[src/hdl/drive_health_pkg.sv]
`default_nettype none
package drive_health_pkg;
    // fieldbus addresses of the readable monitoring values
    localparam logic [15:0] ADDR_TEMP_WARN = 16'h100c;
    localparam logic [15:0] ADDR_TEMP_MAX  = 16'h100e;
    localparam logic [15:0] ADDR_TEMP_ACT  = 16'h1c20;
    localparam logic [15:0] ADDR_OVERLOAD  = 16'h1c32;
    localparam logic [15:0] ADDR_MEAN_LOAD = 16'h1c34;

    // timing
    localparam int CLK_HZ            = 100_000_000;
    localparam int TEMP_HOLD_S       = 5;
    localparam int TEMP_HOLD_CYCLES  = TEMP_HOLD_S * CLK_HZ;
    localparam int FLASH_HALF_MS     = 250;
    localparam int FLASH_HALF_CYCLES = FLASH_HALF_MS * (CLK_HZ / 1000);
    localparam int PAUSE_TICKS       = 4;

    // load integration
    localparam int                 OV_SHIFT      = 6;
    localparam int                 MEAN_SHIFT    = 12;
    localparam logic signed [15:0] I2T_LIMIT_PCT = 16'sh0064;

    // latched minor error word layout
    localparam int          BIT_TEMP_HIGH = 1;
    localparam int          BIT_MOTOR_I2T = 5;
    localparam logic [15:0] LATCH_RESET   = 16'h0000;

    typedef enum logic [2:0] {
        FB_BOOT       = 3'b000,
        FB_READY      = 3'b001,
        FB_NOCONN     = 3'b010,
        FB_IPERASE    = 3'b011,
        FB_IPCONFLICT = 3'b100,
        FB_AWAITADDR  = 3'b101,
        FB_DEFAULTIP  = 3'b110
    } fb_state_type;

    typedef enum logic {
        SEQ_FLASH = 1'b0,
        SEQ_PAUSE = 1'b1
    } seq_type;

    typedef enum logic [1:0] {
        LAMP_OFF  = 2'b00,
        LAMP_ON   = 2'b01,
        LAMP_SLOW = 2'b10,
        LAMP_FAST = 2'b11
    } lamp_type;
endpackage
`default_nettype wire

[src/hdl/drive_health_monitor_indicator.sv]
// What this block does
// The power stage temperature is sampled continuously and read back as a signed word at address 7200.
// A lowest-class error is raised whenever the temperature is above the stored warning threshold.
// The severe error is raised only after the temperature stays above the maximum for more than five seconds.
// Load is integrated and, while the overload level is above its limit, current is held to nominal.
// The nominal-current restriction is dropped as soon as the overload level is back under the limit.
// Motor overload and mean load are read back as signed percentages at addresses 7218 and 7220.
// A green and a red lamp together show the operating state and any error.
// The lamp pair has nine distinct patterns for the state groups, missing firmware and internal error.
// The fieldbus lamp flashes continuously while booting and is steadily lit when ready.
// The fieldbus lamp flashes twice per cycle when there is no network connection.
// The fieldbus lamp flashes three times per cycle when erased IP settings left no valid address.
// The fieldbus lamp flashes four times per cycle after an address conflict.
// The fieldbus lamp flashes five times per cycle while waiting for an address server.
// The fieldbus lamp flashes six times per cycle while running on the default address.
// Each blink cycle is the flash count followed by a dark pause, with an adjustable flash length and a fixed pause of four flash ticks.
// The latched minor error word sets bit 1 on high stage temperature and bit 5 on motor overload.
`default_nettype none
module drive_health_monitor_indicator
    import drive_health_pkg::*;
#(
    parameter int HOLD_CYCLES  = TEMP_HOLD_CYCLES,
    parameter int FLASH_CYCLES = FLASH_HALF_CYCLES
) (
    // clock and reset
    input  wire logic               sys_clk,
    input  wire logic               rst,
    // fieldbus read port
    input  wire logic               rdEn,
    input  wire logic [15:0]        rdAddr,
    output logic      [15:0]        rdData_r,
    output logic                    rdAck_r,
    output logic                    rdMiss_r,
    // measurements and persistent limits
    input  wire logic               tempValid,
    input  wire logic signed [15:0] tempSample,
    input  wire logic signed [15:0] warnLimit,
    input  wire logic signed [15:0] maxLimit,
    input  wire logic               loadValid,
    input  wire logic signed [15:0] loadSample,
    // error handling
    input  wire logic               faultReset,
    output logic                    tempWarn_r,
    output logic                    tempFault_r,
    output logic                    currentLimitNominal_r,
    output logic      [15:0]        latchedMinorErrorWord_r,
    // lamps
    input  wire logic [3:0]         opState,
    input  wire logic               firmwareMissing,
    input  wire logic               internalError,
    input  wire fb_state_type       fbState,
    output logic                    greenLed_r,
    output logic                    redLed_r,
    output logic                    fbLed_r
);

    // leaky integrator step, shared by both load filters
    function automatic logic signed [23:0] leak(input logic signed [23:0] acc,
                                                input logic signed [15:0] smp,
                                                input int                 sh);
        // size cast keeps the sum signed so the leak term shifts arithmetically
        leak = acc + 24'(smp) - (acc >>> sh);
    endfunction

    // flashes per blink cycle, zero for the non-counted modes
    function automatic logic [2:0] flashCount(input fb_state_type st);
        unique case (st)
            // two flashes
            FB_NOCONN:     flashCount = 3'h2;
            // three flashes
            FB_IPERASE:    flashCount = 3'h3;
            // four flashes
            FB_IPCONFLICT: flashCount = 3'h4;
            // five flashes
            FB_AWAITADDR:  flashCount = 3'h5;
            // six flashes
            FB_DEFAULTIP:  flashCount = 3'h6;
            default:       flashCount = 3'h0;
        endcase
    endfunction

    // lamp mode to lamp level
    function automatic logic lampLevel(input lamp_type m, input logic slow, input logic fast);
        unique case (m)
            LAMP_OFF:  lampLevel = 1'b0;
            LAMP_ON:   lampLevel = 1'b1;
            LAMP_SLOW: lampLevel = slow;
            LAMP_FAST: lampLevel = fast;
        endcase
    endfunction

    logic signed [15:0] tempAct_r;
    logic        [31:0] overCnt_r;
    logic signed [23:0] ovAcc_r;
    logic signed [23:0] meanAcc_r;
    logic        [31:0] flashDiv_r;
    logic        [1:0]  blinkDiv_r;
    seq_type            seq_r;
    logic        [3:0]  step_r;
    fb_state_type       fbPrev_r;

    // temperature capture
    always_ff @(posedge sys_clk or posedge rst) begin
        if (rst) begin
            tempAct_r <= 16'sh0000;
        end else if (tempValid) begin
            tempAct_r <= tempSample;
        end
    end

    // temperature comparisons
    wire logic tempAboveWarn = tempAct_r > warnLimit;
    wire logic tempAboveMax  = tempAct_r > maxLimit;
    wire logic holdDone      = overCnt_r >= 32'(HOLD_CYCLES);

    // persistence counter
    // counter saturates so a long overheat cannot wrap back to zero
    always_ff @(posedge sys_clk or posedge rst) begin
        if (rst) begin
            overCnt_r <= 32'h0000_0000;
        end else if (!tempAboveMax) begin
            overCnt_r <= 32'h0000_0000;
        end else if (!holdDone) begin
            overCnt_r <= overCnt_r + 32'h0000_0001;
        end
    end

    // warning level and severe fault
    // the severe fault stays until a fault reset once the stage has cooled
    always_ff @(posedge sys_clk or posedge rst) begin
        if (rst) begin
            tempWarn_r  <= 1'b0;
            tempFault_r <= 1'b0;
        end else begin
            tempWarn_r  <= tempAboveWarn;
            tempFault_r <= (tempAboveMax && holdDone) || (tempFault_r && !faultReset);
        end
    end

    // load integration, fast for overload and slow for mean load
    always_ff @(posedge sys_clk or posedge rst) begin
        if (rst) begin
            ovAcc_r   <= 24'sh000000;
            meanAcc_r <= 24'sh000000;
        end else if (loadValid) begin
            ovAcc_r   <= leak(ovAcc_r, loadSample, OV_SHIFT);
            meanAcc_r <= leak(meanAcc_r, loadSample, MEAN_SHIFT);
        end
    end

    // filtered percentages
    wire logic signed [23:0] ovWide   = ovAcc_r >>> OV_SHIFT;
    wire logic signed [23:0] meanWide = meanAcc_r >>> MEAN_SHIFT;
    wire logic signed [15:0] overloadLvl = ovWide[15:0];
    wire logic signed [15:0] meanLoad    = meanWide[15:0];
    wire logic               i2tOver     = overloadLvl > I2T_LIMIT_PCT;

    // restriction follows the overload level both ways
    always_ff @(posedge sys_clk or posedge rst) begin
        if (rst) begin
            currentLimitNominal_r <= 1'b0;
        end else begin
            currentLimitNominal_r <= i2tOver;
        end
    end

    // latched word set terms; a set in the reset cycle wins
    wire logic [15:0] latchSet = (16'(tempAboveWarn) << BIT_TEMP_HIGH) | (16'(i2tOver) << BIT_MOTOR_I2T);
    wire logic [15:0] latchKeep = faultReset ? LATCH_RESET : latchedMinorErrorWord_r;

    always_ff @(posedge sys_clk or posedge rst) begin
        if (rst) begin
            latchedMinorErrorWord_r <= LATCH_RESET;
        end else begin
            latchedMinorErrorWord_r <= latchKeep | latchSet;
        end
    end

    // address decode of the read port
    wire logic hitTemp = rdAddr == ADDR_TEMP_ACT;
    wire logic hitWarn = rdAddr == ADDR_TEMP_WARN;
    wire logic hitMax  = rdAddr == ADDR_TEMP_MAX;
    wire logic hitOv   = rdAddr == ADDR_OVERLOAD;
    wire logic hitMean = rdAddr == ADDR_MEAN_LOAD;
    wire logic hitAny  = hitTemp | hitWarn | hitMax | hitOv | hitMean;
    wire logic [15:0] rdMux = ({16{hitTemp}} & tempAct_r) | ({16{hitWarn}} & warnLimit)
                            | ({16{hitMax}} & maxLimit) | ({16{hitOv}} & overloadLvl)
                            | ({16{hitMean}} & meanLoad);

    // read answer one cycle after the request; unmapped reads return zero
    always_ff @(posedge sys_clk or posedge rst) begin
        if (rst) begin
            rdData_r <= 16'h0000;
            rdAck_r  <= 1'b0;
            rdMiss_r <= 1'b0;
        end else begin
            rdData_r <= rdEn ? rdMux : 16'h0000;
            rdAck_r  <= rdEn;
            rdMiss_r <= rdEn && !hitAny;
        end
    end

    // flash timebase, one tick per half flash period
    wire logic flashTick = flashDiv_r == 32'(FLASH_CYCLES - 1);

    always_ff @(posedge sys_clk or posedge rst) begin
        if (rst) begin
            flashDiv_r <= 32'h0000_0000;
            blinkDiv_r <= 2'h0;
        end else begin
            flashDiv_r <= flashTick ? 32'h0000_0000 : flashDiv_r + 32'h0000_0001;
            blinkDiv_r <= flashTick ? blinkDiv_r + 2'h1 : blinkDiv_r;
        end
    end

    // pattern select, error conditions take priority over the state
    lamp_type greenMode;
    lamp_type redMode;

    always_comb begin
        greenMode = LAMP_OFF;
        redMode   = LAMP_OFF;
        if (internalError) begin
            greenMode = LAMP_ON;
            redMode   = LAMP_ON;
        end else if (firmwareMissing) begin
            redMode   = LAMP_FAST;
        end else begin
            unique case (opState)
                4'h1, 4'h2: begin
                    greenMode = LAMP_SLOW;
                    redMode   = LAMP_SLOW;
                end
                4'h3:       greenMode = LAMP_SLOW;
                4'h4, 4'h5: greenMode = LAMP_FAST;
                4'h6:       greenMode = LAMP_ON;
                4'h7, 4'h8: begin
                    greenMode = LAMP_ON;
                    redMode   = LAMP_FAST;
                end
                4'h9:       redMode   = LAMP_SLOW;
                default:    redMode   = LAMP_ON;
            endcase
        end
    end

    // both state lamps
    always_ff @(posedge sys_clk or posedge rst) begin
        if (rst) begin
            greenLed_r <= 1'b0;
            redLed_r   <= 1'b0;
        end else begin
            greenLed_r <= lampLevel(greenMode, blinkDiv_r[1], blinkDiv_r[0]);
            redLed_r   <= lampLevel(redMode, blinkDiv_r[1], blinkDiv_r[0]);
        end
    end

    // fieldbus blink sequencer terms
    wire logic [2:0] nFlash   = flashCount(fbState);
    wire logic [3:0] lastStep = {nFlash, 1'b0} - 4'h1;
    wire logic       modeChg  = fbState != fbPrev_r;

    // flash count then dark pause; a mode change restarts the cycle
    always_ff @(posedge sys_clk or posedge rst) begin
        if (rst) begin
            seq_r    <= SEQ_FLASH;
            step_r   <= 4'h0;
            fbPrev_r <= FB_BOOT;
        end else begin
            fbPrev_r <= fbState;
            if (modeChg) begin
                seq_r  <= SEQ_FLASH;
                step_r <= 4'h0;
            end else if (flashTick) begin
                unique case (seq_r)
                    SEQ_FLASH: begin
                        step_r <= (step_r == lastStep) ? 4'h0 : step_r + 4'h1;
                        seq_r  <= (step_r == lastStep && nFlash != 3'h0) ? SEQ_PAUSE : SEQ_FLASH;
                    end
                    SEQ_PAUSE: begin
                        step_r <= (step_r == 4'(PAUSE_TICKS - 1)) ? 4'h0 : step_r + 4'h1;
                        seq_r  <= (step_r == 4'(PAUSE_TICKS - 1)) ? SEQ_FLASH : SEQ_PAUSE;
                    end
                endcase
            end
        end
    end

    // continuous flash while booting, steady when ready
    // R14 counted flashes lit on even steps, dark in the pause
    wire logic fbLedNxt = (fbState == FB_READY) ? 1'b1
                        : (nFlash == 3'h0)      ? blinkDiv_r[0]
                        : (seq_r == SEQ_FLASH)  ? !step_r[0] && !modeChg
                        : 1'b0;

    always_ff @(posedge sys_clk or posedge rst) begin
        if (rst) begin
            fbLed_r <= 1'b0;
        end else begin
            fbLed_r <= fbLedNxt;
        end
    end

    // checks
    readAck_a: assert property (@(posedge sys_clk) disable iff (rst)
        rdEn |=> rdAck_r) else $error("read not answered");
    readTemp_a: assert property (@(posedge sys_clk) disable iff (rst)
        rdEn && rdAddr == ADDR_TEMP_ACT |=> rdData_r == $past(tempAct_r)) else $error("bad temperature read");
    warnRaise_a: assert property (@(posedge sys_clk) disable iff (rst)
        tempAct_r > warnLimit |=> tempWarn_r) else $error("warning not raised");
    faultHold_a: assert property (@(posedge sys_clk) disable iff (rst)
        $rose(tempFault_r) |-> $past(overCnt_r) >= 32'(HOLD_CYCLES) && $past(tempAboveMax))
        else $error("fault raised too early");
    limitApply_a: assert property (@(posedge sys_clk) disable iff (rst)
        i2tOver |=> currentLimitNominal_r) else $error("current not limited");
    limitRelease_a: assert property (@(posedge sys_clk) disable iff (rst)
        !i2tOver |=> !currentLimitNominal_r) else $error("limit not released");
    readLoad_a: assert property (@(posedge sys_clk) disable iff (rst)
        rdEn && rdAddr == ADDR_MEAN_LOAD |=> rdData_r == $past(meanLoad)) else $error("bad mean load read");
    latchTemp_a: assert property (@(posedge sys_clk) disable iff (rst)
        tempAboveWarn |=> latchedMinorErrorWord_r[BIT_TEMP_HIGH])
        else $error("temperature bit not latched");
    latchI2t_a: assert property (@(posedge sys_clk) disable iff (rst)
        i2tOver |=> latchedMinorErrorWord_r[BIT_MOTOR_I2T]) else $error("overload bit not latched");
    lampInternal_a: assert property (@(posedge sys_clk) disable iff (rst)
        internalError |=> greenLed_r && redLed_r) else $error("internal error pattern wrong");
    fbReady_a: assert property (@(posedge sys_clk) disable iff (rst)
        fbState == FB_READY |=> fbLed_r) else $error("ready lamp not steady");
    fbPause_a: assert property (@(posedge sys_clk) disable iff (rst)
        seq_r == SEQ_PAUSE && !modeChg && fbState != FB_READY |=> !fbLed_r) else $error("lamp lit in pause");
    readOverload_a: assert property (@(posedge sys_clk) disable iff (rst)
        rdEn && rdAddr == ADDR_OVERLOAD |=> !rdMiss_r && rdData_r == $past(overloadLvl)) else $error("bad overload read");
    readUnmapped_a: assert property (@(posedge sys_clk) disable iff (rst)
        rdEn && !hitAny |=> rdMiss_r && rdData_r == 16'h0000) else $error("unmapped read not flagged");
    warnClear_a: assert property (@(posedge sys_clk) disable iff (rst)
        !tempAboveWarn |=> !tempWarn_r) else $error("warning without overheat");
    faultEarly_a: assert property (@(posedge sys_clk) disable iff (rst)
        tempAboveMax && !holdDone && !tempFault_r |=> !tempFault_r) else $error("fault before hold time");
    lampFirmware_a: assert property (@(posedge sys_clk) disable iff (rst)
        !internalError && firmwareMissing |=> !greenLed_r) else $error("firmware pattern wrong");

endmodule // drive_health_monitor_indicator
`default_nettype wire

[config.mk]
export PLATFORM = sky130hd
export DESIGN_NAME = drive_health_monitor_indicator
export DESIGN_NICKNAME = d
export VERILOG_FILES = /design/src/hdl/drive_health_pkg.sv /design/src/hdl/drive_health_monitor_indicator.sv
export SDC_FILE = /design/constraint.sdc
export NUM_CORES = 1
export LEC_CHECK = 0
export BUFFER_PORTS_ARGS = -buffer_cell sky130_fd_sc_hd__buf_2
export CAP_MARGIN = 20
export CELL_PAD_IN_SITES_DETAIL_PLACEMENT = 0
export CELL_PAD_IN_SITES_GLOBAL_PLACEMENT = 1
export CORE_MARGIN = 5
export CORE_UTILIZATION = 30
export CTS_CLUSTER_SIZE = 12
export DETAILED_ROUTE_END_ITERATION = 8
export GPL_TIMING_DRIVEN = 1
export PLACE_DENSITY = 0.65
export SKIP_CTS_REPAIR_TIMING = 1
export SYNTH_ARGS = -nofsm -noshare
export SYNTH_HDL_FRONTEND = slang
export SYNTH_SLANG_ARGS = --single-unit
[constraint.sdc]
create_clock -name sys_clk -period 11.3 [get_ports sys_clk]
set_input_delay 2.26 -clock sys_clk [delete_from_list [all_inputs] [get_ports sys_clk]]
set_output_delay 2.26 -clock sys_clk [all_outputs]
set_load 0.01 [all_outputs]
-- After elaboration in Yosys (flattened, before gate mapping)
Cells that the tools add are included.
- equality and inequality tests: 31
- reductions and logical operators: 21
- add/sub/neg operators: 9
- multiplexer cells: 27
- $lt $le $gt $ge: 4
- bitwise operators: 16
- operator list (cell ; number):
    two-way mux 32 bit ; 3
    bitwise AND 16 bit ; 5
    equality test 16 x 13 -> 1 bit, second input constant ; 5
    adder 32 x 1 -> 32 bit, second input constant ; 2
    OR 16 bit ; 4
    adder 24 x 16 -> 24 bit ; 2
    equality test 32 x 25 -> 1 bit, second input constant ; 1
    greater-or-equal comparator 32 x 29 -> 1 bit, second input constant ; 1
    greater-than comparator 16 bit ; 2
    two-way mux 16 bit ; 2
    subtractor 24 x 12 -> 24 bit ; 1
    subtractor 24 x 18 -> 24 bit ; 1
    equality test 4 x 3 -> 1 bit, second input constant ; 4
    greater-than comparator 16 x 8 -> 1 bit, second input constant ; 1
    two-way mux 4 bit ; 4
    OR 16 x 6 -> 16 bit ; 1
    case mux 3 bit (5 select lines) ; 1
    equality test 4 x 2 -> 1 bit, second input constant ; 3
    case mux 2 bit (3 select lines) ; 2
    equality test 3 bit, second input constant ; 3
    OR reduction 3 bit ; 3
    equality test 2 bit, second input constant ; 4
    equality test 4 bit, second input constant ; 2
    two-way mux 2 bit ; 4
    other kinds (26) ; 47
- register bits after elaboration: 178
- word-level logic and storage cells: 127
- bits of input ports: 95

-- Logic depth before layout (Yosys ltp)
Gate-level depths: netlist of run 1.
- depth in word-level cells: 9
- mapped depth: 14

-- Worst setup path before layout of run 1
OpenSTA, ideal clock, no wires.
- path kind: input -> register
- start point: input loadSample[15]
- end point: register meanAcc_r[23]
- cell stages on the path: 12
- data arrival time: 5.137 ns
- library setup time: 0.143 ns
- required time: 11.157 ns
- setup slack: 6.020 ns
- cells stage by stage: inv_1 > fa_1 > inv_1 > ha_1 > a21o_1 > a21o_1 > a2111oi_0 > o31ai_1 > a41oi_1 > xnor2_1 > nand2_1 > xnor2_1
- word-level cells in the longest chain between the ends: 2
- RTL lines (what ; line ; RTL):
    start: declaration ; drive_health_monitor_indicator.sv:40 ; input wire logic signed [15:0] loadSample,
    adder 24 x 16 -> 24 bit ; drive_health_monitor_indicator.sv:62 ; leak = acc + 24'(smp) - (acc >>> sh);
    subtractor 24 x 12 -> 24 bit ; drive_health_monitor_indicator.sv:62 ;
    end signal: assignment ; drive_health_monitor_indicator.sv:147 ; meanAcc_r <= leak(meanAcc_r, loadSample, MEAN_SHIFT);
    end: declaration ; drive_health_monitor_indicator.sv:95 ; logic signed [23:0] meanAcc_r;
No other way between the ends.
A chain may end at the register's enable or synchronous reset.

-- Worst setup path after layout of run 1
- start point: input loadSample[2]
- end point: register meanAcc_r[21]
Same word-level chain as after synthesis.

==> results of run 1 <==
cell type report:
type | instances | share of cell area (%)
Clock buffer | 17 | 3.091
Clock inverter | 15 | 1.437
Inverter | 215 | 5.901
Multi-Input combinational cell | 912 | 49.98
Sequential cell | 164 | 29.82
Tap cell | 525 | 4.773
Timing Repair Buffer | 132 | 5.000
logic make-up (layout without fill, tap and decap cells):
kind of cell	Yosys count	in the layout	share of synthesized area, %
buffers and inverters	261	379	8.663
other	1	14	0.03140
muxes	24	24	2.168
AOI/OAI and AO/OA	285	285	15.64
and+or+nand+nor	351	351	14.58
adders and majority gates	134	134	16.93
DFF	164	164	34.36
xor gates and xnor gates	104	104	7.626
registers in the layout (all words and copies together), names as in the netlist, 2 cells and up:
name,count
ovAcc_r,24
latchedMinorErrorWord_r,2
step_r,4
blinkDiv_r,2
meanAcc_r,24
flashDiv_r,32
tempAct_r,16
rdData_r,16
fbPrev_r,3
overCnt_r,32
worst max-delay path by stage:
| stage | from | to | slack (ps) | cells past startpoint |
|---|---|---|---|---|
| floorplan | rst | blinkDiv_r[0]$_DFFE_PP0N_ | 4610 | 1 |
| global placement | loadSample[1] | ovAcc_r[22]$_DFFE_PP0P_ | 5610 | 13 |
| detailed placement | loadSample[1] | ovAcc_r[22]$_DFFE_PP0P_ | 5600 | 13 |
| CTS | loadSample[1] | ovAcc_r[22]$_DFFE_PP0P_ | 6070 | 13 |
| global route | loadSample[1] | ovAcc_r[22]$_DFFE_PP0P_ | 5910 | 13 |
| finish | loadSample[2] | meanAcc_r[21]$_DFFE_PP0P_ | 6050 | 13 |
placed cells by master (no fill, tap or decap), types with 6 or more instances in the layout:
cell type                     n
sky130_fd_sc_hd__a211oi_1     8
sky130_fd_sc_hd__or3_1        7
sky130_fd_sc_hd__clkbuf_16   17
sky130_fd_sc_hd__xnor2_1     75
sky130_fd_sc_hd__nand2_1     99
sky130_fd_sc_hd__xor2_1      29
sky130_fd_sc_hd__buf_4       11
sky130_fd_sc_hd__a21o_1      21
sky130_fd_sc_hd__mux2i_1      9
sky130_fd_sc_hd__fa_1        46
sky130_fd_sc_hd__inv_1      214
sky130_fd_sc_hd__nand3_1     26
sky130_fd_sc_hd__nand4_1     23
sky130_fd_sc_hd__nor2b_1     15
sky130_fd_sc_hd__a31oi_1     10
sky130_fd_sc_hd__o21ai_0     70
sky130_fd_sc_hd__o22ai_1      6
sky130_fd_sc_hd__o21a_1       8
sky130_fd_sc_hd__a21oi_1     60
sky130_fd_sc_hd__o21bai_1    11
sky130_fd_sc_hd__buf_2      121
sky130_fd_sc_hd__o31ai_1      7
sky130_fd_sc_hd__nor3_1      29
sky130_fd_sc_hd__o211ai_1    13
sky130_fd_sc_hd__mux2_2      15
sky130_fd_sc_hd__ha_1        88
sky130_fd_sc_hd__a22oi_1     11
sky130_fd_sc_hd__inv_8        6
sky130_fd_sc_hd__nor2_1      87
sky130_fd_sc_hd__dfrtp_1    164
sky130_fd_sc_hd__and3_1       9
sky130_fd_sc_hd__a222oi_1    16
sky130_fd_sc_hd__nor4_1      16
sky130_fd_sc_hd__a21boi_0    19
sky130_fd_sc_hd__conb_1      14
worst max-delay path: cells and delay by family:
kind                       cells  cell delay [ps]
adders and majority gates      2              870
AOI/OAI and AO/OA              5             1420
buffers and inverters          3              180
and+or+nand+nor                3              880
power by group:
| group | internal [mW] | switching (mW) |
|---|---|---|
| logic | 1.20 | 1.58 |
| registers | 0.710 | 0.146 |
| clock network | 0.324 | 0.304 |
metal layers:
metal  vias up  track usage, %
li1       4722               -
met1      4466           20.34
met2       195           24.30
met3        26           2.706
met4         0           3.308
met5         -               0
==> tab_implementation.tex, run 1 <==
\begin{tabular}{lr}
\hline
Metric & Value \\
\hline
\multicolumn{2}{l}{\textbf{STA}} \\
Worst hold slack across all endpoints & 486.4 ps \\
Final critical-path required period & 5255 ps \\
Setup repair after global routing missed its margin & false \\
Total Negative Setup Slacks & 0 ps \\
Min setup slack post-route & 6045 ps \\
Post-route clock period utilization & 46.50\% \\
Finish-stage setup viols & 0 \\
Total count of max-transition violations in the final report & 0 \\
Transition time at the pin with the least slew margin & 1005 ps \\
Post-Route Skew & 17.55 ps \\
Endpoints failing hold & 0 \\
Slew margin rel. & 32.63\% \\
Fmax & 0.1903 GHz \\
\multicolumn{2}{l}{\textbf{Critical path}} \\
Max stage delay cell, worst path & sky130\_fd\_sc\_hd\_\_or4b\_2 \\
Worst setup path class & primary input to flop \\
Worst Reg-to-Reg Cells & 11 \\
List of cells traversed by the critical path & buf\_2, inv\_1, fa\_1, inv\_1, ha\_1, o21ai\_0, o211ai\_1, a31oi\_1, o21ai\_0, nand3\_1, nand2\_1, or4b\_2, o211ai\_1 \\
Launching element type of the critical path & primary input \\
Reg2Reg Launch Point & meanAcc\_r[23]\$\_DFFE\_PP0P\_ \\
Crit path DAT & 5620 ps \\
Sort of element at the end of the critical path & flop \\
Crit path max fanout & 4 \\
Worst reg2reg endpoint & meanAcc\_r[21]\$\_DFFE\_PP0P\_ \\
Endpoint required time on the critical path & 11,670 ps \\
Delay of the slowest cell on the worst path & 590 ps \\
Setup slack of the worst register-to-register path & 7420 ps \\
\multicolumn{2}{l}{\textbf{Place}} \\
Post-placement setup slack & 5603 ps \\
Estimated wirelength of the detail-placed design & 24,770 um \\
Last weighted congestion value of the routability-driven placer & 0.8150 \\
Post-Place Cell Area & 13,130 sq um \\
Port bufs & 120 \\
Cell count after placement & 1,947 \\
\multicolumn{2}{l}{\textbf{Yosys}} \\
Proportion of netlist area held by the largest area contributor & 34.36\% \\
Cell types occupying the most area after synthesis & sky130\_fd\_sc\_hd\_\_dfrtp\_1, sky130\_fd\_sc\_hd\_\_ha\_1, sky130\_fd\_sc\_hd\_\_fa\_1 \\
Async set or reset register ratio after synthesis & 100.0\% \\
Average cell area after synthesis & 9.021 sq um \\
Proportion of synthesized chip area in sequential cells & 34.36\% \\
Mapped Cells & 1,324 \\
Cell type contributing the most total cell area after synthesis & sky130\_fd\_sc\_hd\_\_dfrtp\_1 \\
Cell with the most instances after synthesis & sky130\_fd\_sc\_hd\_\_inv\_1 \\
Number of library cell types mapped by synthesis & 66 \\
Mapped Area & 11,940 sq um \\
Number of enable flip-flop cells after synthesis & 0 \\
Post-synthesis sequential element count & 164 \\
Flip-flop cell with the highest count after synthesis & sky130\_fd\_sc\_hd\_\_dfrtp\_1 \\
Warnings, synthesis & 0 \\
Most frequent cells after synthesis & sky130\_fd\_sc\_hd\_\_inv\_1, sky130\_fd\_sc\_hd\_\_dfrtp\_1, sky130\_fd\_sc\_hd\_\_nand2\_1 \\
\multicolumn{2}{l}{\textbf{Final layout}} \\
Area occupied by multi-input gates & 6878 sq um \\
Antenna diode count & 0 \\
Layout filler cell count & 4,129 \\
Share of the core filled with cells & 34.80\% \\
NumNets Final & 1,671 \\
Sequential cell area in the final layout & 4104 sq um \\
Synthesis-to-layout area growth & 15.22\% \\
Share of cells above drive strength 1 & 13.33\% \\
Cell Count, Final, Fillers Out & 1,980 \\
Final design area excluding fillers & 13,760 sq um \\
\multicolumn{2}{l}{\textbf{Clocking}} \\
Clock Root Buffer & sky130\_fd\_sc\_hd\_\_clkbuf\_16 \\
CTS tree & done \\
Clock edge transition at the registers on the reported setup and hold paths & 90 ps \\
Clk sinks & 164 \\
Latest clock arrival within the worst-skew pair & 460 ps \\
TritonCTS buffer count & 17 \\
H-tree levels & 4 \\
Largest buffer count on any clock path & 2 \\
\multicolumn{2}{l}{\textbf{Power}} \\
PwrDens & 309.9 nW/um\^{}2 \\
Worst IR Drop VDD & 0.2047 mV \\
Static Leakage & 6.624 nW \\
Design Power & 4.265 mW \\
\multicolumn{2}{l}{\textbf{Drt}} \\
Met3 WL & 1342 um \\
Uppermost metal layer occupied by signal nets & met4 \\
Routed via count & 9,409 \\
Router iterations before antenna repair & 6 \\
Drt first-iter violations & 614 \\
Routed length on met1 & 15,170 um \\
Post-detailed-route DRC marker count & 0 \\
Routed wl met2 & 15,180 um \\
Detailed-route wire length per cell & 16.19 um \\
Number of routed nets with antenna violations & 0 \\
Final wirelength & 32,070 um \\
Number of vias per cell & 4.752 \\
\multicolumn{2}{l}{\textbf{Floorplanning}} \\
I/O Pins & 135 \\
Die boundary width & 209.5 um \\
Core area & 39,550 sq um \\
Row cnt & 73 \\
DIE HEIGHT & 209.5 um \\
Die outline area & 43,900 sq um \\
Initial core utilization & 30.20\% \\
\multicolumn{2}{l}{\textbf{GRT}} \\
Antenna violations before repair & 5 \\
Total GRT Usage & 14.76\% \\
Grt ovf & 0 \\
Vias in the first global route & 9,385 \\
Largest net degree at the start of global routing & 89 \\
First-pass GRT wire length & 51,380 um \\
\multicolumn{2}{l}{\textbf{Run status}} \\
Outcome & completed \\
\multicolumn{2}{l}{\textbf{Min path}} \\
Worst hold path depth & 1 \\
Hold path startpoint & flashDiv\_r[31]\$\_DFF\_PP0\_ \\
Worst hold endpoint & flashDiv\_r[31]\$\_DFF\_PP0\_ \\
Min-Delay Path Class & flop to flop \\
\multicolumn{2}{l}{\textbf{Flow run}} \\
Number of violations of the max-capacitance limit & 0 \\
\hline
\end{tabular}
No activity file was read; power rests on OpenSTA's default activity.
==> inputs of run 2 (changes only) <==
Clock period 11.3 ns to 4.9 ns, I/O delays scaled along.
==> run 2 against run 1 <==
  * Die area unchanged
  * Combinational power increased by 130%
  * Utilization decreased by 0.079 points
  * Largest power group unchanged
==> tab_implementation.tex, run 2 (same netlist as run 1, synthesis figures left out) <==
\begin{tabular}{lr}
\hline
Metric & Value \\
\hline
\multicolumn{2}{l}{\textbf{Run status}} \\
Outcome & completed \\
\multicolumn{2}{l}{\textbf{Flow run}} \\
Number of violations of the max-capacitance limit & 0 (unchanged) \\
\multicolumn{2}{l}{\textbf{Clocking}} \\
Latest clock arrival within the worst-skew pair & 450 ps (about the same) \\
H-tree levels & 4 (unchanged) \\
CTS tree & done \\
Clock Root Buffer & sky130\_fd\_sc\_hd\_\_clkbuf\_16 \\
TritonCTS buffer count & 17 (unchanged) \\
Clock edge transition at the registers on the reported setup and hold paths & 70 ps (-20 ps) \\
Clk sinks & 164 (unchanged) \\
Largest buffer count on any clock path & 2 (unchanged) \\
\multicolumn{2}{l}{\textbf{GRT}} \\
First-pass GRT wire length & 52,560 um (+2.3\%) \\
Grt ovf & 0 (unchanged) \\
Total GRT Usage & 15.02\% (+0.26 points) \\
Antenna violations before repair & 4 (-1) \\
Vias in the first global route & 9,607 (+2.4\%) \\
Largest net degree at the start of global routing & 146 (+64\%) \\
\multicolumn{2}{l}{\textbf{STA}} \\
Final critical-path required period & 3908 ps \\
Slew margin rel. & 42.86\% (+10 points) \\
Post-route clock period utilization & 79.76\% \\
Setup repair after global routing missed its margin & false \\
Transition time at the pin with the least slew margin & 853.5 ps (-151.5 ps) \\
Min setup slack post-route & 991.7 ps (-5054 ps) \\
Post-Route Skew & 18.93 ps (+1.378 ps) \\
Fmax & 0.2559 GHz \\
Endpoints failing hold & 0 (unchanged) \\
Total Negative Setup Slacks & 0 ps (unchanged) \\
Finish-stage setup viols & 0 (unchanged) \\
Total count of max-transition violations in the final report & 0 (unchanged) \\
\multicolumn{2}{l}{\textbf{Power}} \\
Power dissipated by switching net loads & 4.641 mW (+130\%) \\
Part of the power in combinational logic & 66.1\% (+0.9 points) \\
Worst IR Drop VDD & 0.3972 mV (+94\%) \\
PwrDens & 707.9 nW/um\^{}2 (+130\%) \\
Fraction of power spent switching nets & 47.75\% (+0.13 points) \\
Register share of total power & 20.3\% (+0.2 points) \\
Total internal power & 5.078 mW (+130\%) \\
Static Leakage & 6.592 nW (-0.49\%) \\
Clock Power Share & 13.7\% (-1.0 points) \\
\multicolumn{2}{l}{\textbf{Critical path}} \\
Count of buffer and inverter cells on the critical path & 3 (unchanged) \\
Endpoint required time on the critical path & 5250 ps (-6420 ps) \\
Crit path max fanout & 4 (unchanged) \\
Worst setup path class & primary input to flop \\
Launching element type of the critical path & primary input \\
CP delay by family, top & compound AO/OA/AOI/OAI gates \\
List of cells traversed by the critical path & buf\_2, inv\_1, fa\_1, inv\_1, fa\_1, a211oi\_1, o21ai\_0, a211oi\_1, o21bai\_1, a21oi\_1, o31ai\_1, o21a\_1, o31ai\_1 \\
Sort of element at the end of the critical path & flop \\
Max stage delay cell, worst path & sky130\_fd\_sc\_hd\_\_fa\_1 \\
Crit path DAT & 4260 ps (-1360 ps) \\
Delay of the slowest cell on the worst path & 540 ps (-50 ps) \\
\multicolumn{2}{l}{\textbf{Drt}} \\
Final wirelength & 32,570 um (+1.6\%) \\
Drt first-iter violations & 674 (+9.8\%) \\
Detailed-route wire length per cell & 16.42 um (+1.4\%) \\
Routed via count & 9,539 (+1.4\%) \\
Post-detailed-route DRC marker count & 0 (unchanged) \\
Router iterations before antenna repair & 6 (unchanged) \\
Number of vias per cell & 4.810 (+1.2\%) \\
Number of routed nets with antenna violations & 0 (unchanged) \\
\multicolumn{2}{l}{\textbf{Floorplanning}} \\
I/O Pins & 135 (unchanged) \\
Die boundary width & 209.5 um (unchanged) \\
Core area & 39,550 sq um (unchanged) \\
Die outline area & 43,900 sq um (unchanged) \\
Initial core utilization & 30.20\% (unchanged) \\
DIE HEIGHT & 209.5 um (unchanged) \\
Row cnt & 73 (unchanged) \\
\multicolumn{2}{l}{\textbf{Final layout}} \\
Commonest non-fill, non-tap cells in the layout & sky130\_fd\_sc\_hd\_\_inv\_1, sky130\_fd\_sc\_hd\_\_dfrtp\_1, sky130\_fd\_sc\_hd\_\_buf\_2 \\
Final design area excluding fillers & 13,730 sq um (-0.23\%) \\
NumNets Final & 1,672 (+0.060\%) \\
Synthesis-to-layout area growth & 14.96\% \\
Share of cells above drive strength 1 & 13.32\% (about the same) \\
Share of the core filled with cells & 34.72\% (-0.079 points) \\
Sequential cell area in the final layout & 4104 sq um (unchanged) \\
Most common cell after layout, fill and taps aside & sky130\_fd\_sc\_hd\_\_inv\_1 \\
Area occupied by multi-input gates & 6878 sq um (unchanged) \\
Registers with the most flip-flops & flashDiv\_r x32, overCnt\_r x32 \\
Layout filler cell count & 4,081 (-1.2\%) \\
\multicolumn{2}{l}{\textbf{Place}} \\
Port bufs & 120 (unchanged) \\
Estimated wirelength of the detail-placed design & 25,240 um (+1.9\%) \\
Post-Place Cell Area & 13,160 sq um (+0.20\%) \\
Last weighted congestion value of the routability-driven placer & 0.8332 (+2.2\%) \\
Post-placement setup slack & 571.0 ps (-5032 ps) \\
\multicolumn{2}{l}{\textbf{Min path}} \\
Min-Delay Path Class & flop to flop \\
\hline
\end{tabular}
## run 2: metrics by stage
stage / total power, mW / hold WS [ps] / std cells
after CTS: 9.801 / 483.0 / 1981
after floorplan: 6.997 / 447.1 / 1337
after global placement: 8.385 / 469.5 / 1949
final: 9.719 / 476.9 / 1983
after global routing: 10.81 / 499.7 / 1983
after detailed placement: 8.394 / 469.6 / 1949
## run 2: power groups by stage
| stage | registers, mW | clock network (mW) | logic (mW) |
|---|---|---|---|
| finish | 1.97 | 1.33 | 6.42 |
| global route | 2.00 | 1.43 | 7.38 |
| CTS | 1.98 | 1.38 | 6.45 |
| detailed placement | 2.00 | 0 | 6.39 |
| global placement | 2.00 | 0 | 6.39 |
| floorplan | 1.84 | 0 | 5.15 |
## run 2: area by class of cell
class                           instances  share of cell area, %
Sequential cell                       164                  29.89
Timing Repair Buffer                  133                  5.176
Antenna cell                            2                0.03645
Tap cell                              525                  4.784
Inverter                              215                  5.905
Clock buffer                           18                  3.126
Multi-Input combinational cell        912                  50.09
Clock inverter                         14                 0.9933
## run 2: path summary, 6_finish.rpt
kind                                            from                        end  slack (ps)  depth (start not counted)
setup / recovery                       loadSample[1]    ovAcc_r[22]$_DFFE_PP0P_         990                         13
min in group asynchronous                        rst      fbPrev_r[1]$_DFF_PP0_         550                          2
setup reg to reg           meanAcc_r[23]$_DFFE_PP0P_  meanAcc_r[21]$_DFFE_PP0P_        1150                         11
hold / removal              flashDiv_r[31]$_DFF_PP0_   flashDiv_r[31]$_DFF_PP0_         480                          1
hold reg to reg             flashDiv_r[31]$_DFF_PP0_   flashDiv_r[31]$_DFF_PP0_         480                          1
max in group asynchronous                        rst     ovAcc_r[4]$_DFFE_PP0P_        3190                          3
## run 2: metal layers
metal  GRT usage [%]  vias to the layer above  part of all wire (%)
met1           20.77                     4584                    48
met2           24.26                      183                    46
met5               0                        -                     0
met3           2.481                       38                   3.7
li1                -                     4734                     -
met4           4.545                        0                   1.9
==> inputs of run 3 (changes only) <==
Settings changed: ABC_AREA set to 1, PLACE_DENSITY 0.65 to 0.67.
Clock period 4.9 ns to 4.1 ns, I/O delays scaled along.
==> run 3 against run 2 <==
  * Combinational power rose by 37%
  * Sequential cell count did not move
  * Synthesized cell count rose by 48%
  * Area after synthesis rose by 16%
  * Count of clock-buffer cells in the layout fell by 1
  * Setup slack got worse by 42 ps
  * Clock skew fell by 5.3 ps
  * Critical endpoint is now meanAcc_r[19]$_DFFE_PP0P_
==> tab_implementation.tex, run 3 <==
\begin{tabular}{lr}
\hline
Metric & Value \\
\hline
\multicolumn{2}{l}{\textbf{Floorplanning}} \\
Initial core utilization & 30.51\% (+0.31 points) \\
Die boundary width & 225.3 um (+7.5\%) \\
Row cnt & 78 (+6.8\%) \\
Die outline area & 50,760 sq um (+16\%) \\
I/O Pins & 135 (unchanged) \\
Core area & 45,580 sq um (+15\%) \\
DIE HEIGHT & 225.3 um (+7.5\%) \\
\multicolumn{2}{l}{\textbf{STA}} \\
Worst hold slack across all endpoints & 350.9 ps (-126.0 ps) \\
Fmax & 0.3174 GHz \\
Finish-stage setup viols & 0 (unchanged) \\
Total count of max-transition violations in the final report & 0 (unchanged) \\
Total Negative Setup Slacks & 0 ps (unchanged) \\
Final critical-path required period & 3150 ps \\
Endpoints failing hold & 0 (unchanged) \\
Transition time at the pin with the least slew margin & 1010 ps (+156.0 ps) \\
Setup repair after global routing missed its margin & false \\
Post-Route Skew & 13.58 ps (-5.349 ps) \\
Slew margin rel. & 32.62\% (-10 points) \\
Post-route clock period utilization & 76.83\% \\
\multicolumn{2}{l}{\textbf{Final layout}} \\
Registers with the most flip-flops & flashDiv\_r x32, overCnt\_r x32 \\
Cell Count, Final, Fillers Out & 2,694 (+36\%) \\
Share of the core filled with cells & 34.47\% (-0.25 points) \\
Synthesis-to-layout area growth & 12.97\% \\
Commonest non-fill, non-tap cells in the layout & sky130\_fd\_sc\_hd\_\_nand2\_1, sky130\_fd\_sc\_hd\_\_inv\_1, sky130\_fd\_sc\_hd\_\_nor2\_1 \\
Share of cells above drive strength 1 & 11.42\% (-1.9 points) \\
NumNets Final & 2,308 (+38\%) \\
Layout filler cell count & 4,931 (+21\%) \\
Most common cell after layout, fill and taps aside & sky130\_fd\_sc\_hd\_\_nand2\_1 \\
\multicolumn{2}{l}{\textbf{GRT}} \\
Busiest layer in global routing & met2 \\
Vias in the first global route & 12,760 (+33\%) \\
First-pass GRT wire length & 71,790 um (+37\%) \\
Largest net degree at the start of global routing & 107 (-27\%) \\
Global routing met3 resource utilization & 3.413\% (+0.93 points) \\
Met1 global-route usage & 25.27\% (+4.5 points) \\
Antenna violations before repair & 3 (-1) \\
Total GRT Usage & 18.32\% (+3.3 points) \\
Met2 usage & 29.58\% (+5.3 points) \\
Grt ovf & 0 (unchanged) \\
\multicolumn{2}{l}{\textbf{Power}} \\
Worst IR Drop VDD & 0.4921 mV (+24\%) \\
PwrDens & 814.5 nW/um\^{}2 (+15\%) \\
Design Power & 12.79 mW (+32\%) \\
Static Leakage & 8.152 nW (+24\%) \\
\multicolumn{2}{l}{\textbf{Yosys}} \\
Proportion of synthesized area in mux cells & 1.215\% (-0.95 points) \\
Number of library cell types mapped by synthesis & 50 (-24\%) \\
Mapped Cells & 1,959 (+48\%) \\
Cell types occupying the most area after synthesis & sky130\_fd\_sc\_hd\_\_dfrtp\_1, sky130\_fd\_sc\_hd\_\_nand2\_1, sky130\_fd\_sc\_hd\_\_inv\_1 \\
Async set or reset register ratio after synthesis & 100.0\% (unchanged) \\
Most frequent cells after synthesis & sky130\_fd\_sc\_hd\_\_nand2\_1, sky130\_fd\_sc\_hd\_\_inv\_1, sky130\_fd\_sc\_hd\_\_nor2\_1 \\
Largest family of logic cells by synthesized area & simple AND/OR/NAND/NOR gates \\
Cell with the most instances after synthesis & sky130\_fd\_sc\_hd\_\_nand2\_1 \\
Number of enable flip-flop cells after synthesis & 0 (unchanged) \\
Proportion of synthesized chip area in sequential cells & 29.51\% (-4.8 points) \\
Mapped Area & 13,910 sq um (+16\%) \\
Compound-cell area share of the yosys netlist & 7.918\% (-7.7 points) \\
Cell type contributing the most total cell area after synthesis & sky130\_fd\_sc\_hd\_\_dfrtp\_1 \\
Xor/xnor share of the synthesized area & 3.275\% (-4.4 points) \\
Adder-cell share of the synthesized area & 14.54\% (-2.4 points) \\
Post-synthesis sequential element count & 164 (unchanged) \\
Average cell area after synthesis & 7.098 sq um (-21\%) \\
Warnings, synthesis & 0 (unchanged) \\
Flip-flop cell with the highest count after synthesis & sky130\_fd\_sc\_hd\_\_dfrtp\_1 \\
Post-Synth Simple-Gate Area & 31.24\% (+17 points) \\
Proportion of netlist area held by the largest area contributor & 29.51\% (-4.8 points) \\
\multicolumn{2}{l}{\textbf{Place}} \\
Port bufs & 120 (unchanged) \\
Last weighted congestion value of the routability-driven placer & 0.8980 (+7.8\%) \\
Cell count after placement & 2,660 (+36\%) \\
Estimated wirelength of the detail-placed design & 37,000 um (+47\%) \\
\multicolumn{2}{l}{\textbf{Critical path}} \\
Worst reg2reg endpoint & meanAcc\_r[19]\$\_DFFE\_PP0P\_ \\
Crit path max fanout & 10 (+6) \\
CP Launch Point & meanAcc\_r[23]\$\_DFFE\_PP0P\_ \\
Worst setup path class & flop to flop \\
Launching element type of the critical path & flop \\
Setup slack of the worst register-to-register path & 950 ps (-200 ps) \\
Endpoint of the most critical setup path & meanAcc\_r[19]\$\_DFFE\_PP0P\_ \\
Worst Reg-to-Reg Cells & 13 (+2) \\
Crit path DAT & 3530 ps (-730 ps) \\
Endpoint required time on the critical path & 4480 ps (-770 ps) \\
Reg2Reg Launch Point & meanAcc\_r[23]\$\_DFFE\_PP0P\_ \\
Sort of element at the end of the critical path & flop \\
\multicolumn{2}{l}{\textbf{Clocking}} \\
CTS tree & done \\
Clock Root Buffer & sky130\_fd\_sc\_hd\_\_clkbuf\_16 \\
TritonCTS buffer count & 17 (unchanged) \\
H-tree levels & 4 (unchanged) \\
Clk sinks & 164 (unchanged) \\
Latest clock arrival within the worst-skew pair & 480 ps (+30 ps) \\
Clock edge transition at the registers on the reported setup and hold paths & 80 ps (about the same) \\
Largest buffer count on any clock path & 2 (unchanged) \\
\multicolumn{2}{l}{\textbf{Drt}} \\
Drt first-iter violations & 833 (+24\%) \\
Number of vias per cell & 4.793 (-0.36\%) \\
Final wirelength & 45,920 um (+41\%) \\
Routed via count & 12,910 (+35\%) \\
Router iterations before antenna repair & 5 (-1) \\
Post-detailed-route DRC marker count & 0 (unchanged) \\
Number of routed nets with antenna violations & 0 (unchanged) \\
Detailed-route wire length per cell & 17.04 um (+3.8\%) \\
\multicolumn{2}{l}{\textbf{Run status}} \\
Outcome & completed \\
\multicolumn{2}{l}{\textbf{Min path}} \\
Min-Delay Path Class & primary input to asynchronous set/reset pin \\
\multicolumn{2}{l}{\textbf{Flow run}} \\
Number of violations of the max-capacitance limit & 0 (unchanged) \\
\hline
\end{tabular}
-- run 3: logic make-up after synthesis --
| group | Yosys count |
|---|---|
| xor+xnor | 52 |
| fa+ha+maj | 134 |
| simple gates | 963 |
| mux | 15 |
| compound gates | 207 |
| other cells | 1 |
| flops | 164 |
| buf+inv | 423 |
-- run 3: through the flow --
step	worst slack, ps	instance area (sq um)
after floorplan	945.0	13960
after detailed placement	559.3	15120
after global routing	810.4	15710
after CTS	1028	15700
final	949.8	15710
after global placement	511.1	15120
-- run 3: area by class of cell --
class,count,area [sq um],share of cell area (%)
sequential,164,4104,26.13
clock inverter,15,162.7,1.035
antenna,2,5.005,0.03186
tap,600,750.7,4.779
multi-input combinational,1385,8147,51.86
timing repair buffer,128,673.1,4.285
inverter,383,1441,9.176
clock buffer,17,425.4,2.708
-- run 3: worst min-delay path by stage --
stage	end	slack [ps]	start	cells past startpoint
global route	fbPrev_r[0]$_DFF_PP0_	360	rst	2
detailed placement	latchedMinorErrorWord_r[1]$_DFF_PP0_	470	latchedMinorErrorWord_r[1]$_DFF_PP0_	2
CTS	fbPrev_r[0]$_DFF_PP0_	320	rst	2
floorplan	meanAcc_r[11]$_DFFE_PP0P_	450	meanAcc_r[11]$_DFFE_PP0P_	2
finish	step_r[3]$_DFFE_PP0P_	350	rst	2
global placement	latchedMinorErrorWord_r[1]$_DFF_PP0_	460	latchedMinorErrorWord_r[1]$_DFF_PP0_	2
-- run 3: critical path: stages (launching register included) --
cell and delay [ps]:
sky130_fd_sc_hd__dfrtp_1 580, sky130_fd_sc_hd__buf_4 290, sky130_fd_sc_hd__fa_1 490, sky130_fd_sc_hd__inv_1 40, sky130_fd_sc_hd__ha_1 370, sky130_fd_sc_hd__nand2_1 100, sky130_fd_sc_hd__nor2_1 180, sky130_fd_sc_hd__inv_1 80
sky130_fd_sc_hd__nor3_1 320, sky130_fd_sc_hd__nand4_1 250, sky130_fd_sc_hd__nand3_1 160, sky130_fd_sc_hd__nand2_1 60, sky130_fd_sc_hd__nand3_1 70, sky130_fd_sc_hd__nand2_1 60
-- run 3: report_power, final --
part           leakage (nW)  switching (mW)  internal, mW
sequential             2.11           0.381          1.94
combinational          5.76            5.78          3.05
clock                 0.281           0.841         0.811
total                  8.15            7.00          5.80
-- run 3: metal layers --
metal | vias to the layer above | wire (um)
li1 | 6442 | -
met1 | 6157 | 21620
met2 | 274 | 21120
met3 | 40 | 2412
met4 | 0 | 767
met5 | - | 0
